**src/hw/dms_pkg.sv**
```systemverilog
// Purpose: shared constants of the dual mode serial slave
// Assumes: single system clock, pins synchronised inside the block
// Notes:   frame positions count rising serial clock edges from one
package dms_pkg;

    // slave address bytes, lsb is the read flag
    localparam logic [7:0] DMS_SLV_WR      = 8'he4;
    localparam logic [7:0] DMS_SLV_RD      = 8'he5;
    localparam int         DMS_BYTE_BITS   = 8;
    localparam int         DMS_ADDR_W      = 8;
    localparam int         DMS_DATA_W      = 8;

    // spi frame layout in rising clock edges
    localparam logic [4:0] DMS_SPI_DEAD    = 5'h02;
    localparam logic [4:0] DMS_SPI_SLV_END = 5'h0a;
    localparam logic [4:0] DMS_SPI_REG_END = 5'h12;
    localparam logic [4:0] DMS_SPI_COMMIT  = 5'h1a;
    localparam logic [4:0] DMS_SPI_LAST    = 5'h1b;

    // i2c bit counter values
    localparam logic [3:0] DMS_I2C_BYTE_DONE = 4'h8;
    localparam logic [3:0] DMS_I2C_LAST_BIT  = 4'h7;

    // system clock
    localparam int         DMS_CLK_PERIOD_NS = 25;
    localparam int         DMS_SYNC_STAGES   = 2;

    // pin indices inside the synchroniser bank
    localparam int         DMS_PIN_CLK     = 0;
    localparam int         DMS_PIN_DATA    = 1;
    localparam int         DMS_PIN_SEL     = 2;
    localparam int         DMS_PIN_CNT     = 3;

    typedef enum logic [2:0] {
        DMS_I_IDLE = 3'b000,
        DMS_I_ADDR = 3'b001,
        DMS_I_ACK  = 3'b010,
        DMS_I_RXB  = 3'b011,
        DMS_I_TXB  = 3'b100,
        DMS_I_RACK = 3'b101
    } dms_i2c_st_t;

endpackage : dms_pkg

```
**src/hw/dms_sync.sv**
```systemverilog
// Purpose: two stage synchroniser bank with edge detection
// Assumes: inputs are asynchronous to mclk_in
// Notes:   edges are taken from stage two and a third delay flop
`timescale 1ns/10ps
module dms_sync #(
    parameter int WIDTH = 3
) (
    // clock and reset
    input  wire logic             mclk_in,
    input  wire logic             sys_rst_in,
    // raw pins
    input  wire logic [WIDTH-1:0] pin_in,
    // synchronised view
    output logic      [WIDTH-1:0] lvl_out,
    output logic      [WIDTH-1:0] rise_out,
    output logic      [WIDTH-1:0] fall_out
);
    logic [WIDTH-1:0] meta_r;
    logic [WIDTH-1:0] stab_r;
    logic [WIDTH-1:0] dly_r;

    genvar g;
    generate
        for (g = 0; g < WIDTH; g++) begin : g_bit
            // idle bus lines are high, so reset to high avoids false edges
            always_ff @(posedge mclk_in) begin
                if (sys_rst_in) begin
                    meta_r[g] <= 1'b1;
                    stab_r[g] <= 1'b1;
                    dly_r[g]  <= 1'b1;
                end else begin
                    meta_r[g] <= pin_in[g];
                    stab_r[g] <= meta_r[g];
                    dly_r[g]  <= stab_r[g];
                end
            end
            assign lvl_out[g]  = stab_r[g];
            assign rise_out[g] = stab_r[g] & ~dly_r[g];
            assign fall_out[g] = ~stab_r[g] & dly_r[g];
        end
    endgenerate

endmodule : dms_sync

```
**src/hw/dms_shreg.sv**
```systemverilog
// Purpose: msb first byte shift register, loadable
// Assumes: load and shift never asserted together
// Notes:   load wins if both arrive
`timescale 1ns/10ps
module dms_shreg #(
    parameter int WIDTH = 8
) (
    // clock and reset
    input  wire logic             mclk_in,
    input  wire logic             sys_rst_in,
    // control
    input  wire logic             load_in,
    input  wire logic [WIDTH-1:0] load_val_in,
    input  wire logic             shift_in,
    input  wire logic             ser_in,
    // contents
    output logic      [WIDTH-1:0] q_out
);
    logic [WIDTH-1:0] q_r;

    always_ff @(posedge mclk_in) begin
        if (sys_rst_in) begin
            q_r <= '0;
        end else if (load_in) begin
            q_r <= load_val_in;
        end else if (shift_in) begin
            q_r <= {q_r[WIDTH-2:0], ser_in};
        end
    end

    assign q_out = q_r;

endmodule : dms_shreg

```
**src/hw/dms_top.sv**
```systemverilog
// What this block does
// - slave only; master clocks and frames everything
// - answer only slave bytes e4 write, e5 read
// - every byte moves msb first
// - select falling edge puts port in spi mode
// - no acknowledge bit in spi mode
// - spi frame: two dead, three bytes, hold
// - sample data on rising clock in spi
// - commit spi write on 26th rising edge
// - early select rise drops frame, no write
// - change output bit on falling clock in spi
// - first two spi bits are ignored
// - spi read: device drives after register address
// - i2c: hold data low during acknowledge clock
// - i2c read nack: release data, await stop
//
// Purpose: serial control port slave, i2c style or three wire spi style
// Assumes: register file sits outside on the same clock, read data valid one
//          cycle after reg_rd_out; serial clock far slower than mclk_in
// Notes:   sda open drain in i2c mode, push pull during spi read phase
`timescale 1ns/10ps
module dms_top
    import dms_pkg::*;
(
    // clock and reset
    input  wire logic                  mclk_in,
    input  wire logic                  sys_rst_in,
    // serial pins
    input  wire logic                  ser_clk_in,
    input  wire logic                  ser_data_in,
    input  wire logic                  ser_data_out_sel_n_in,
    output logic                       ser_data_out,
    output logic                       ser_data_oe_n_out,
    // register file port
    output logic [dms_pkg::DMS_ADDR_W-1:0] reg_addr_out,
    output logic [dms_pkg::DMS_DATA_W-1:0] reg_wdata_out,
    output logic                       reg_wr_out,
    output logic                       reg_rd_out,
    input  wire logic [dms_pkg::DMS_DATA_W-1:0] reg_rdata_in,
    // status
    output logic                       spi_mode_out
);
    import dms_pkg::*;

    logic [DMS_PIN_CNT-1:0] pin_raw;
    logic [DMS_PIN_CNT-1:0] pin_lvl;
    logic [DMS_PIN_CNT-1:0] pin_rise;
    logic [DMS_PIN_CNT-1:0] pin_fall;
    logic                   scl;
    logic                   scl_rise;
    logic                   scl_fall;
    logic                   sda;
    logic                   sda_rise;
    logic                   sda_fall;
    logic                   sel_rise;
    logic                   sel_fall;

    logic [7:0]             rx_q;
    logic [7:0]             tx_q;
    logic [7:0]             rx_byte;
    logic                   rx_shift;
    logic                   tx_shift;
    logic                   rd_pend_r;

    // spi engine
    logic                   spi_act_r;
    logic [4:0]             spi_cnt_r;
    logic                   spi_hit_r;
    logic                   spi_rd_r;
    logic                   spi_drv_r;
    logic                   spi_bit_r;
    logic [7:0]             spi_addr_r;
    logic                   spi_wr_req_r;
    logic                   spi_rd_req_r;
    logic [7:0]             spi_wdata_r;
    logic                   spi_rx_shift;
    logic                   spi_tx_shift;

    // i2c engine
    dms_i2c_st_t            i2c_st_r;
    logic [3:0]             i2c_bit_r;
    logic                   i2c_hit_r;
    logic                   i2c_rd_r;
    logic                   i2c_have_reg_r;
    logic                   i2c_ack_r;
    logic [7:0]             i2c_ptr_r;
    logic                   i2c_low_r;
    logic                   i2c_wr_req_r;
    logic                   i2c_rd_req_r;
    logic [7:0]             i2c_wdata_r;
    logic [7:0]             i2c_req_addr_r;
    logic                   i2c_rx_shift;
    logic                   i2c_tx_shift;
    logic                   i2c_ev;

    assign pin_raw[DMS_PIN_CLK]  = ser_clk_in;
    assign pin_raw[DMS_PIN_DATA] = ser_data_in;
    assign pin_raw[DMS_PIN_SEL]  = ser_data_out_sel_n_in;

    dms_sync #(
        .WIDTH      (DMS_PIN_CNT)
    ) u_sync (
        .mclk_in    (mclk_in),
        .sys_rst_in (sys_rst_in),
        .pin_in     (pin_raw),
        .lvl_out    (pin_lvl),
        .rise_out   (pin_rise),
        .fall_out   (pin_fall)
    );

    assign scl      = pin_lvl[DMS_PIN_CLK];
    assign scl_rise = pin_rise[DMS_PIN_CLK];
    assign scl_fall = pin_fall[DMS_PIN_CLK];
    assign sda      = pin_lvl[DMS_PIN_DATA];
    assign sda_rise = pin_rise[DMS_PIN_DATA];
    assign sda_fall = pin_fall[DMS_PIN_DATA];
    assign sel_rise = pin_rise[DMS_PIN_SEL];
    assign sel_fall = pin_fall[DMS_PIN_SEL];

    // shared byte shifters, engines never run together
    assign rx_shift = spi_rx_shift | i2c_rx_shift;
    assign tx_shift = spi_tx_shift | i2c_tx_shift;
    assign rx_byte  = {rx_q[6:0], sda};

    dms_shreg #(
        .WIDTH       (DMS_BYTE_BITS)
    ) u_rx (
        .mclk_in     (mclk_in),
        .sys_rst_in  (sys_rst_in),
        .load_in     (1'b0),
        .load_val_in (8'h00),
        .shift_in    (rx_shift),
        .ser_in      (sda),
        .q_out       (rx_q)
    );

    dms_shreg #(
        .WIDTH       (DMS_BYTE_BITS)
    ) u_tx (
        .mclk_in     (mclk_in),
        .sys_rst_in  (sys_rst_in),
        .load_in     (rd_pend_r),
        .load_val_in (reg_rdata_in),
        .shift_in    (tx_shift),
        .ser_in      (1'b0),
        .q_out       (tx_q)
    );

    // spi shift strobes; edges 1 and 2 are dead time
    assign spi_rx_shift = spi_act_r & scl_rise & (spi_cnt_r >= DMS_SPI_DEAD) &
                          (spi_cnt_r < DMS_SPI_COMMIT);
    assign spi_tx_shift = spi_act_r & scl_fall & spi_drv_r &
                          (spi_cnt_r >= DMS_SPI_REG_END) & (spi_cnt_r < DMS_SPI_COMMIT);

    // mode select: falling select enters spi, rising leaves it
    always_ff @(posedge mclk_in) begin
        if (sys_rst_in) begin
            spi_act_r <= 1'b0;
        end else if (sel_rise) begin
            spi_act_r <= 1'b0;
        end else if (sel_fall) begin
            spi_act_r <= 1'b1;
        end
    end

    // spi frame counter and byte capture
    always_ff @(posedge mclk_in) begin
        if (sys_rst_in) begin
            spi_cnt_r    <= 5'h00;
            spi_hit_r    <= 1'b0;
            spi_rd_r     <= 1'b0;
            spi_addr_r   <= 8'h00;
            spi_wdata_r  <= 8'h00;
            spi_wr_req_r <= 1'b0;
            spi_rd_req_r <= 1'b0;
        end else begin
            spi_wr_req_r <= 1'b0;
            spi_rd_req_r <= 1'b0;
            if (sel_fall) begin
                spi_cnt_r <= 5'h00;
                spi_hit_r <= 1'b0;
                spi_rd_r  <= 1'b0;
            end else if (spi_act_r && scl_rise && spi_cnt_r < DMS_SPI_LAST) begin
                spi_cnt_r <= spi_cnt_r + 5'h01;
                if (spi_cnt_r == DMS_SPI_SLV_END - 5'h01) begin
                    spi_hit_r <= (rx_byte == DMS_SLV_WR) || (rx_byte == DMS_SLV_RD);
                    spi_rd_r  <= rx_byte[0];
                end
                if (spi_cnt_r == DMS_SPI_REG_END - 5'h01) begin
                    spi_addr_r   <= rx_byte;
                    spi_rd_req_r <= spi_hit_r & spi_rd_r;
                end
                // only a full frame with select still low reaches here
                if (spi_cnt_r == DMS_SPI_COMMIT - 5'h01) begin
                    spi_wdata_r  <= rx_byte;
                    spi_wr_req_r <= spi_hit_r & ~spi_rd_r;
                end
            end
        end
    end

    // spi output: drive from register address end to commit edge
    always_ff @(posedge mclk_in) begin
        if (sys_rst_in) begin
            spi_drv_r <= 1'b0;
            spi_bit_r <= 1'b1;
        end else if (!spi_act_r || sel_fall) begin
            spi_drv_r <= 1'b0;
            spi_bit_r <= 1'b1;
        end else if (scl_rise && spi_cnt_r == DMS_SPI_REG_END - 5'h01) begin
            spi_drv_r <= spi_hit_r & spi_rd_r;
        end else if (scl_rise && spi_cnt_r == DMS_SPI_COMMIT - 5'h01) begin
            spi_drv_r <= 1'b0;
        end else if (spi_tx_shift) begin
            spi_bit_r <= tx_q[7];
        end
    end

    // i2c strobes
    assign i2c_ev       = ~spi_act_r;
    assign i2c_rx_shift = i2c_ev & scl_rise & (i2c_bit_r < DMS_I2C_BYTE_DONE) &
                          ((i2c_st_r == DMS_I_ADDR) || (i2c_st_r == DMS_I_RXB));
    // ack states still hold the full bit count, so only the byte phase checks it
    assign i2c_tx_shift = i2c_ev & scl_fall &
                          (((i2c_st_r == DMS_I_TXB) && (i2c_bit_r != 4'h0) &&
                            (i2c_bit_r < DMS_I2C_BYTE_DONE)) ||
                           ((i2c_st_r == DMS_I_ACK) && i2c_rd_r) ||
                           ((i2c_st_r == DMS_I_RACK) && i2c_ack_r));

    // i2c engine; start and stop are data edges while clock high
    always_ff @(posedge mclk_in) begin
        if (sys_rst_in) begin
            i2c_st_r       <= DMS_I_IDLE;
            i2c_bit_r      <= 4'h0;
            i2c_hit_r      <= 1'b0;
            i2c_rd_r       <= 1'b0;
            i2c_have_reg_r <= 1'b0;
            i2c_ack_r      <= 1'b0;
            i2c_ptr_r      <= 8'h00;
            i2c_low_r      <= 1'b0;
            i2c_wr_req_r   <= 1'b0;
            i2c_rd_req_r   <= 1'b0;
            i2c_wdata_r    <= 8'h00;
            i2c_req_addr_r <= 8'h00;
        end else begin
            i2c_wr_req_r <= 1'b0;
            i2c_rd_req_r <= 1'b0;
            if (spi_act_r) begin
                i2c_st_r  <= DMS_I_IDLE;
                i2c_low_r <= 1'b0;
            end else if (scl && sda_fall) begin
                i2c_st_r       <= DMS_I_ADDR;
                i2c_bit_r      <= 4'h0;
                i2c_have_reg_r <= 1'b0;
                i2c_low_r      <= 1'b0;
            end else if (scl && sda_rise) begin
                i2c_st_r  <= DMS_I_IDLE;
                i2c_low_r <= 1'b0;
            end else begin
                unique case (i2c_st_r)
                    DMS_I_IDLE: begin
                        i2c_low_r <= 1'b0;
                    end
                    DMS_I_ADDR, DMS_I_RXB: begin
                        if (scl_rise && i2c_bit_r < DMS_I2C_BYTE_DONE) begin
                            i2c_bit_r <= i2c_bit_r + 4'h1;
                            if (i2c_bit_r == DMS_I2C_LAST_BIT) begin
                                if (i2c_st_r == DMS_I_ADDR) begin
                                    i2c_hit_r <= (rx_byte == DMS_SLV_WR) || (rx_byte == DMS_SLV_RD);
                                    i2c_rd_r  <= rx_byte[0];
                                end else if (!i2c_have_reg_r) begin
                                    i2c_ptr_r      <= rx_byte;
                                    i2c_have_reg_r <= 1'b1;
                                end else begin
                                    i2c_req_addr_r <= i2c_ptr_r;
                                    i2c_wdata_r    <= rx_byte;
                                    i2c_wr_req_r   <= 1'b1;
                                    i2c_ptr_r      <= i2c_ptr_r + 8'h01;
                                end
                            end
                        end else if (scl_fall && i2c_bit_r == DMS_I2C_BYTE_DONE) begin
                            if (i2c_st_r == DMS_I_ADDR && !i2c_hit_r) begin
                                i2c_st_r <= DMS_I_IDLE;
                            end else begin
                                i2c_st_r  <= DMS_I_ACK;
                                i2c_low_r <= 1'b1;
                            end
                        end
                    end
                    DMS_I_ACK: begin
                        if (scl_rise && i2c_rd_r) begin
                            i2c_req_addr_r <= i2c_ptr_r;
                            i2c_rd_req_r   <= 1'b1;
                        end else if (scl_fall) begin
                            i2c_bit_r <= 4'h0;
                            if (i2c_rd_r) begin
                                i2c_st_r  <= DMS_I_TXB;
                                i2c_low_r <= ~tx_q[7];
                            end else begin
                                i2c_st_r  <= DMS_I_RXB;
                                i2c_low_r <= 1'b0;
                            end
                        end
                    end
                    DMS_I_TXB: begin
                        if (scl_rise) begin
                            i2c_bit_r <= i2c_bit_r + 4'h1;
                        end else if (scl_fall) begin
                            if (i2c_bit_r == DMS_I2C_BYTE_DONE) begin
                                i2c_st_r  <= DMS_I_RACK;
                                i2c_low_r <= 1'b0;
                            end else begin
                                i2c_low_r <= ~tx_q[7];
                            end
                        end
                    end
                    DMS_I_RACK: begin
                        if (scl_rise) begin
                            i2c_ack_r <= ~sda;
                            if (!sda) begin
                                i2c_ptr_r      <= i2c_ptr_r + 8'h01;
                                i2c_req_addr_r <= i2c_ptr_r + 8'h01;
                                i2c_rd_req_r   <= 1'b1;
                            end
                        end else if (scl_fall) begin
                            i2c_bit_r <= 4'h0;
                            if (i2c_ack_r) begin
                                i2c_st_r  <= DMS_I_TXB;
                                i2c_low_r <= ~tx_q[7];
                            end else begin
                                i2c_st_r  <= DMS_I_IDLE;
                                i2c_low_r <= 1'b0;
                            end
                        end
                    end
                    default: begin
                        i2c_st_r  <= DMS_I_IDLE;
                        i2c_low_r <= 1'b0;
                    end
                endcase
            end
        end
    end

    // register port; one request source at a time
    always_ff @(posedge mclk_in) begin
        if (sys_rst_in) begin
            reg_addr_out  <= 8'h00;
            reg_wdata_out <= 8'h00;
            reg_wr_out    <= 1'b0;
            reg_rd_out    <= 1'b0;
            rd_pend_r     <= 1'b0;
        end else begin
            reg_wr_out <= spi_wr_req_r | i2c_wr_req_r;
            reg_rd_out <= spi_rd_req_r | i2c_rd_req_r;
            rd_pend_r  <= reg_rd_out;
            if (spi_wr_req_r || spi_rd_req_r) begin
                reg_addr_out  <= spi_addr_r;
                reg_wdata_out <= spi_wdata_r;
            end else if (i2c_wr_req_r || i2c_rd_req_r) begin
                reg_addr_out  <= i2c_req_addr_r;
                reg_wdata_out <= i2c_wdata_r;
            end
        end
    end

    // pin driver: spi push pull, i2c open drain, spi never acknowledges
    always_ff @(posedge mclk_in) begin
        if (sys_rst_in) begin
            ser_data_out      <= 1'b1;
            ser_data_oe_n_out <= 1'b1;
            spi_mode_out      <= 1'b0;
        end else begin
            spi_mode_out <= spi_act_r;
            if (spi_act_r) begin
                ser_data_out      <= spi_bit_r;
                ser_data_oe_n_out <= ~spi_drv_r;
            end else begin
                ser_data_out      <= 1'b0;
                ser_data_oe_n_out <= ~i2c_low_r;
            end
        end
    end

endmodule : dms_top

```
**config.mk**
```make
export PLATFORM = sky130hd
export DESIGN_NAME = dms_top
export DESIGN_NICKNAME = d
export VERILOG_FILES = /design/src/hw/dms_pkg.sv /design/src/hw/dms_sync.sv /design/src/hw/dms_shreg.sv /design/src/hw/dms_top.sv
export SDC_FILE = /design/constraint.sdc
export NUM_CORES = 1
export LEC_CHECK = 0
export BUFFER_PORTS_ARGS = -buffer_cell sky130_fd_sc_hd__buf_4
export CAP_MARGIN = 15
export CORE_UTILIZATION = 40
export CTS_CLUSTER_DIAMETER = 50
export DETAILED_ROUTE_END_ITERATION = 10
export GPL_TIMING_DRIVEN = 0
export PLACE_DENSITY_LB_ADDON = 0.25
export SETUP_SLACK_MARGIN = 0.1
export SYNTH_ARGS = -nofsm -noshare
export SYNTH_HDL_FRONTEND = slang
export SYNTH_SLANG_ARGS = --single-unit
```
**constraint.sdc**
```tcl
create_clock -name mclk_in -period 2.8 [get_ports mclk_in]
set_input_delay 0.84 -clock mclk_in [delete_from_list [all_inputs] [get_ports mclk_in]]
set_output_delay 0.84 -clock mclk_in [all_outputs]
set_load 0.1 [all_outputs]
```
==> flow_summary_export.csv, run 1 <==
group,metric,value,unit
die,core,12300,µm²
clock_tree,cts_setup_buffers,0,
critical_path,r2r_start,"i2c_st_r[0]$_SDFFE_PP0P_",
clock_tree,clk_path_buf_depth,2,
route,firstDrtPassIters,5,
critical_path,critPathKind,"reg -> reg",
critical_path,crit_required,3.03,ns
sta,setup_viol,0,
place,gp_congestion,0.842,
critical_path,worstSetupStartpointType,"flip-flop",
power_and_ir_drop,netSwitchingPower,0.000735,W
clock_tree,clk_pin_slew_worst_paths,0.08,ns
clock_tree,cts_sinks,112,
run,cap_violations,0,
die,die_y,115,µm
sta,final_hold_viol_count,0,
die,die_area,13300,µm²
synthesis,synth.area.top_cells,"dfxtp_1, mux2i_1, nor2_1",
layout,synthToLayoutAreaGrowth,15.7,%
critical_path,r2r_slack,0.54,ns
global_route,grt_pass1_wl,20400,µm
sta,layout_min_cycle_time,2.26,ns
sta,skew,0.00849,ns
synthesis,ys.flop_type,"dfxtp_1",
clock_tree,cts_buffers,9,
layout,fin_nets,639,
critical_path,cp_max_fo,10,
power_and_ir_drop,peakVddDrop,309,µV
die,rows,40,
layout,drive_above_1_share,0.128,
synthesis,synthArstFlopShare,0,
sta,finalMaxSlewViolations,0,
power_and_ir_drop,report.power.total,0.00331,W
sta,max_freq,442,MHz
hold_path,worstHoldStart,"u_sync.meta_r[0]$_SDFF_PP1_",
power_and_ir_drop,p_int,0.00258,W
synthesis,syn_area,5120,µm²
clock_tree,cts_max_level,3,
route,drc,0,
power_and_ir_drop,pwr-share-clk,0.455,
die,initial_utilization,0.417,
synthesis,synthesis.nets,596,
place,pre_cts_ws,0.498,ns
synthesis,ys_seq_area_frac,0.438,
status,status,"complete, no violations",
critical_path,cp-startpoint,"i2c_st_r[0]$_SDFFE_PP0P_",
synthesis,synth_top_cell_by_area,"dfxtp_1",
clock_tree,cts_hold_buf,0,
route,vias,4323,
sta,maxSlewHeadroom,0.420,
global_route,grt_usage,0.199,
power_and_ir_drop,power_leakage,2.17,nW
route,vias_per_cell,5.45,
synthesis,ys_seq_elements,112,
place,detailed_place_hpwl,8970,µm
synthesis,synth_edf_count,0,
sta,tns,0,ns
synthesis,netlist.area_leader.share,0.438,
global_route,antenna_found_initial,0,
power_and_ir_drop,p_comb_frac,0.056,
synthesis,syn_area_per_cell,8.87,µm²
route,drt_iter0_drc,265,
synthesis,yosys_warnings,0,
critical_path,crit_arrival,2.50,ns
layout,n_antenna_cell,0,
layout,final_area,5920,µm²
sta,setup_slack,0.535,ns
die,pin_count,34,
critical_path,endpoint_kind,"flip-flop",
global_route,grt_pass1_vias,4084,
sta,tightestPinTransition,0.865,ns
synthesis,yosysUniqueCellTypes,61,
place,place_area,5570,µm²
die,die_x,115,µm
power_and_ir_drop,seq_power_share,0.489,
power_and_ir_drop,p_per_area,560,nW/µm²
hold_path,hold_path_class,"reg -> reg",
clock_tree,clock_latency,0.35,ns
route,postRouteAntennaNets,0,
clock_tree,post_cts_resized,0,
global_route,grt_max_degree,19,
route,avgRoutedWirePerCell,15.8,µm
place,port_buffers,32,
clock_tree,cts_tree,"done",
route,wirelength,12500,µm
synthesis,synth_cells,577,
power_and_ir_drop,swShare,0.222,
sta,rsz0062_at_grt,"no",
sta,period_share,0.809,
global_route,grt.overflow.total,0,
clock_tree,cts_root_buf,"clkbuf_16",
[flip-flops by register name, indices dropped and copies added (netlist names), 4 cells and up]
name and flops:
i2c_ptr_r 8, spi_addr_r 8, i2c_bit_r 4, i2c_req_addr_r 8
u_tx.q_out 8, reg_wdata_out 8, reg_addr_out 8, u_rx.q_out 7
i2c_wdata_r 8, spi_wdata_r 8, spi_cnt_r 5
[path summary, 6_finish.rpt]
kind / endpoint / depth (start not counted)
max: i2c_wdata_r[7]$_SDFFE_PP0P_ / 6
min: u_sync.lvl_out[0]$_SDFF_PP1_ / 1
max reg2reg: i2c_wdata_r[7]$_SDFFE_PP0P_ / 6
min reg2reg: u_sync.lvl_out[0]$_SDFF_PP1_ / 1
[cell usage in the layout (no fill, tap or decap), types with 9 or more instances in the layout]
cell,count
mux2i_1,53
o21ai_0,32
nor3_1,10
dfxtp_1,112
a21o_1,9
clkbuf_1,30
or2_2,10
a311oi_1,16
nor2_1,98
nand2_1,43
inv_1,11
or4_1,9
a211oi_1,9
clkbuf_16,9
a21oi_1,24
buf_4,33
[critical path, cell delays in order, from the launching register on]
cell	delay, ns
dfxtp_1	0.38
buf_2	0.24
nand2b_1	0.16
nor3_1	0.42
nand3_1	0.55
mux2i_1	0.34
nor2_1	0.05
[through the flow]
step / std cells / hold slack (ns) / util
floorplan: 577 / 0.389 / -
global route: 793 / 0.432 / 0.483
global placement: 777 / 0.396 / 0.454
CTS: 793 / 0.416 / 0.483
finish: 793 / 0.410 / 0.483
detailed placement: 777 / 0.397 / 0.454
[final cells by class]
| class | instances | area (µm²) |
|---|---|---|
| clock buffers | 11 | 243 |
| repair buffers | 32 | 240 |
| inverters | 11 | 41.3 |
| plain buffers | 38 | 155 |
| clock inverters | 5 | 110 |
| multi-input cells | 416 | 2680 |
| fillers | 1172 | 6340 |
| flip-flops and latches | 112 | 2240 |
| well taps | 168 | 210 |
[metal layers]
layer	GRT usage	vias to the layer above	wire length (µm)	part of all wire
met2	0.312	96	5630	0.45
met3	0.0274	15	513	0.041
met1	0.277	2063	6200	0.49
met5	0	-	0	0
met4	0.0736	0	204	0.016
li1	-	2149	-	-
[cell usage after synthesis (4+ instances only)]
cell,n
mux2i_1,53
nand3b_1,5
buf_2,7
a311oi_1,16
or2_2,10
inv_1,11
ha_1,6
or4_1,9
nor3_1,10
a211oi_1,9
nor4_1,4
nor2_1,98
nand3_1,6
nand2_1,43
a21oi_1,24
nand2b_1,7
a31oi_1,6
dfxtp_1,112
o21ai_0,32
a21o_1,9
clkbuf_1,29
nor2b_1,7
xor2_1,8
nand4_1,5
[cells by family (layout without fill, tap and decap cells)]
family                     after synthesis  after routing  share of synthesized area
DFF                                    112            112                      0.438
AOI/OAI and AO/OA                      117            117                      0.159
muxes                                   55             55                      0.108
and+or+nand+nor                        227            227                      0.223
xor gates and xnor gates                11             11                     0.0188
buffers and inverters                   49             97                     0.0384
adders and majority gates                6              6                     0.0147
[power by group through the flow]
| stage | logic [W] | clock network (W) | registers, W |
|---|---|---|---|
| floorplan | 0.000112 | 0 | 0.00167 |
| global placement | 0.000180 | 0 | 0.00166 |
| detailed placement | 0.000183 | 0 | 0.00166 |
| CTS | 0.000184 | 0.00154 | 0.00162 |
| global route | 0.000201 | 0.00161 | 0.00162 |
| finish | 0.000186 | 0.00151 | 0.00162 |
No activity file was read; power rests on OpenSTA's default activity.
==> run 2, diff against run 1 <==
clock period = 2.2 ns   (was 2.8 ns; I/O delays follow)
==> flow_summary_export.csv, run 2 (synthesis results as in run 1) <==
group,metric,value,unit
sta,setup_slack,0.0746,ns
die,die_x,115,µm
critical_path,cp_max_fo,4,
layout,final_area,6210,µm²
layout,num-fill-cells,1151,
sta,whs,0.412,ns
die,die_y,115,µm
layout,n_antenna_cell,0,
clock_tree,cts_tree,"done",
route,drc,0,
global_route,grt_max_degree,19,
global_route,grt.overflow.total,0,
critical_path,crit_required,2.48,ns
sta,setup_viol,0,
critical_path,endpoint_kind,"flip-flop",
sta,tns,0,ns
die,initial_utilization,0.417,
clock_tree,cts_root_buf,"clkbuf_16",
place,placed_cells,777,
sta,maxSlewHeadroom,0.519,
place,port_buffers,32,
critical_path,crit_arrival,2.41,ns
sta,finalMaxSlewViolations,0,
power_and_ir_drop,p_per_area,686,nW/µm²
critical_path,cpPeakStageDelay,0.55,ns
sta,rsz0062_at_grt,"yes",
hold_path,holdPathStages,1,
global_route,grt_pass1_vias,4114,
place,detailed_place_hpwl,8970,µm
route,avgRoutedWirePerCell,16.1,µm
clock_tree,cts_buffers,9,
route,vias,4430,
die,die_area,13300,µm²
global_route,grt_pass1_wl,20500,µm
layout,multi_input_area,2780,µm²
place,gp_congestion,0.842,
sta,final_hold_viol_count,0,
layout,layout_common_cells,"dfxtp_1, nor2_1, mux2i_1, buf_4, nand2_1",
global_route,grt_usage,0.199,
die,rows,40,
critical_path,path_buf_inv,1,
power_and_ir_drop,peakVddDrop,395,µV
sta,tightestPinTransition,0.721,ns
place,place_area,5570,µm²
critical_path,critPathTopFamily,"simple AND/OR/NAND/NOR gates",
route,wirelength,13100,µm
status,status,"complete, no violations",
critical_path,critPathKind,"reg -> reg",
sta,skew,0.00857,ns
die,pin_count,34,
clock_tree,cts_hold_buf,0,
run,cap_violations,0,
critical_path,worstSetupStartpointType,"flip-flop",
clock_tree,clk_pin_slew_worst_paths,0.07,ns
critical_path,crit_chain,"or3b_4, a221oi_4, buf_6, nand4_4, or4_1, a31oi_1",
sta,max_freq,470,MHz
critical_path,r2r_slack,0.07,ns
clock_tree,clock_latency,0.35,ns
route,firstDrtPassIters,5,
global_route,antenna_found_initial,0,
layout,drive_above_1_share,0.190,
sta,period_share,0.966,
die,core,12300,µm²
route,postRouteAntennaNets,0,
hold_path,hold_path_class,"reg -> reg",
layout,layout.cells.non_filler,810,
layout,synthToLayoutAreaGrowth,21.3,%
place,pre_cts_ws,0.000748,ns
layout,seqCellArea,2260,µm²
clock_tree,clk_path_buf_depth,2,
route,drt_iter0_drc,286,
power_and_ir_drop,power_leakage,2.29,nW
critical_path,cp_slowest_cell,"or4_1",
layout,mostFrequentLayoutCell,"dfxtp_1",
clock_tree,cts_max_level,3,
route,vias_per_cell,5.47,
layout,fin_nets,656,
sta,layout_min_cycle_time,2.13,ns
critical_path,cp_num_cells,6,
critical_path,reg2regPathDepth,6,
clock_tree,cts_sinks,112,
==> run 2: through the flow <==
| stage | total power [W] | utilization |
|---|---|---|
| floorplan | 0.00227 | - |
| global placement | 0.00234 | 0.454 |
| detailed placement | 0.00234 | 0.454 |
| CTS | 0.00425 | 0.487 |
| global route | 0.00440 | 0.506 |
| finish | 0.00426 | 0.506 |
==> run 2: report_power, final <==
group	internal [W]	switching [W]	leakage, nW
Sequential	0.00205	0.0000184	0.907
Clock	0.00116	0.000768	0.172
Combinational	0.000101	0.000170	1.21
==> run 2: area by class of cell <==
cell class	instances	area share
inverters	11	0.00665
repair buffers	49	0.0611
clock buffers	11	0.0391
flip-flops and latches	112	0.363
multi-input cells	416	0.448
well taps	168	0.0339
clock inverters	5	0.0177
plain buffers	38	0.0302
==> run 2: worst paths after layout <==
path / startpoint / to
setup / recovery: u_sync.dly_r[0]$_SDFF_PP1_ / i2c_ptr_r[0]$_SDFFE_PP0P_
hold / removal: u_sync.meta_r[1]$_SDFF_PP1_ / u_sync.lvl_out[1]$_SDFF_PP1_
setup reg to reg: u_sync.dly_r[0]$_SDFF_PP1_ / i2c_ptr_r[0]$_SDFFE_PP0P_
hold reg to reg: u_sync.meta_r[1]$_SDFF_PP1_ / u_sync.lvl_out[1]$_SDFF_PP1_
==> run 2: per-layer routing <==
| metal | part of all wire | track usage |
|---|---|---|
| met1 | 0.49 | 0.278 |
| met2 | 0.46 | 0.314 |
| met3 | 0.037 | 0.0274 |
| met4 | 0.016 | 0.0736 |
| met5 | 0 | 0 |
==> run 2: what timing repair did <==
action | 4_1_cts | 5_1_grt
gates resized for setup | 4 | 50
pin swaps | 1 | 13
endpoints found under the setup margin | 23 | 74
endpoints found under the hold margin | 0 | 0
buffers inserted | 4 | 13
gates cloned | 0 | 0
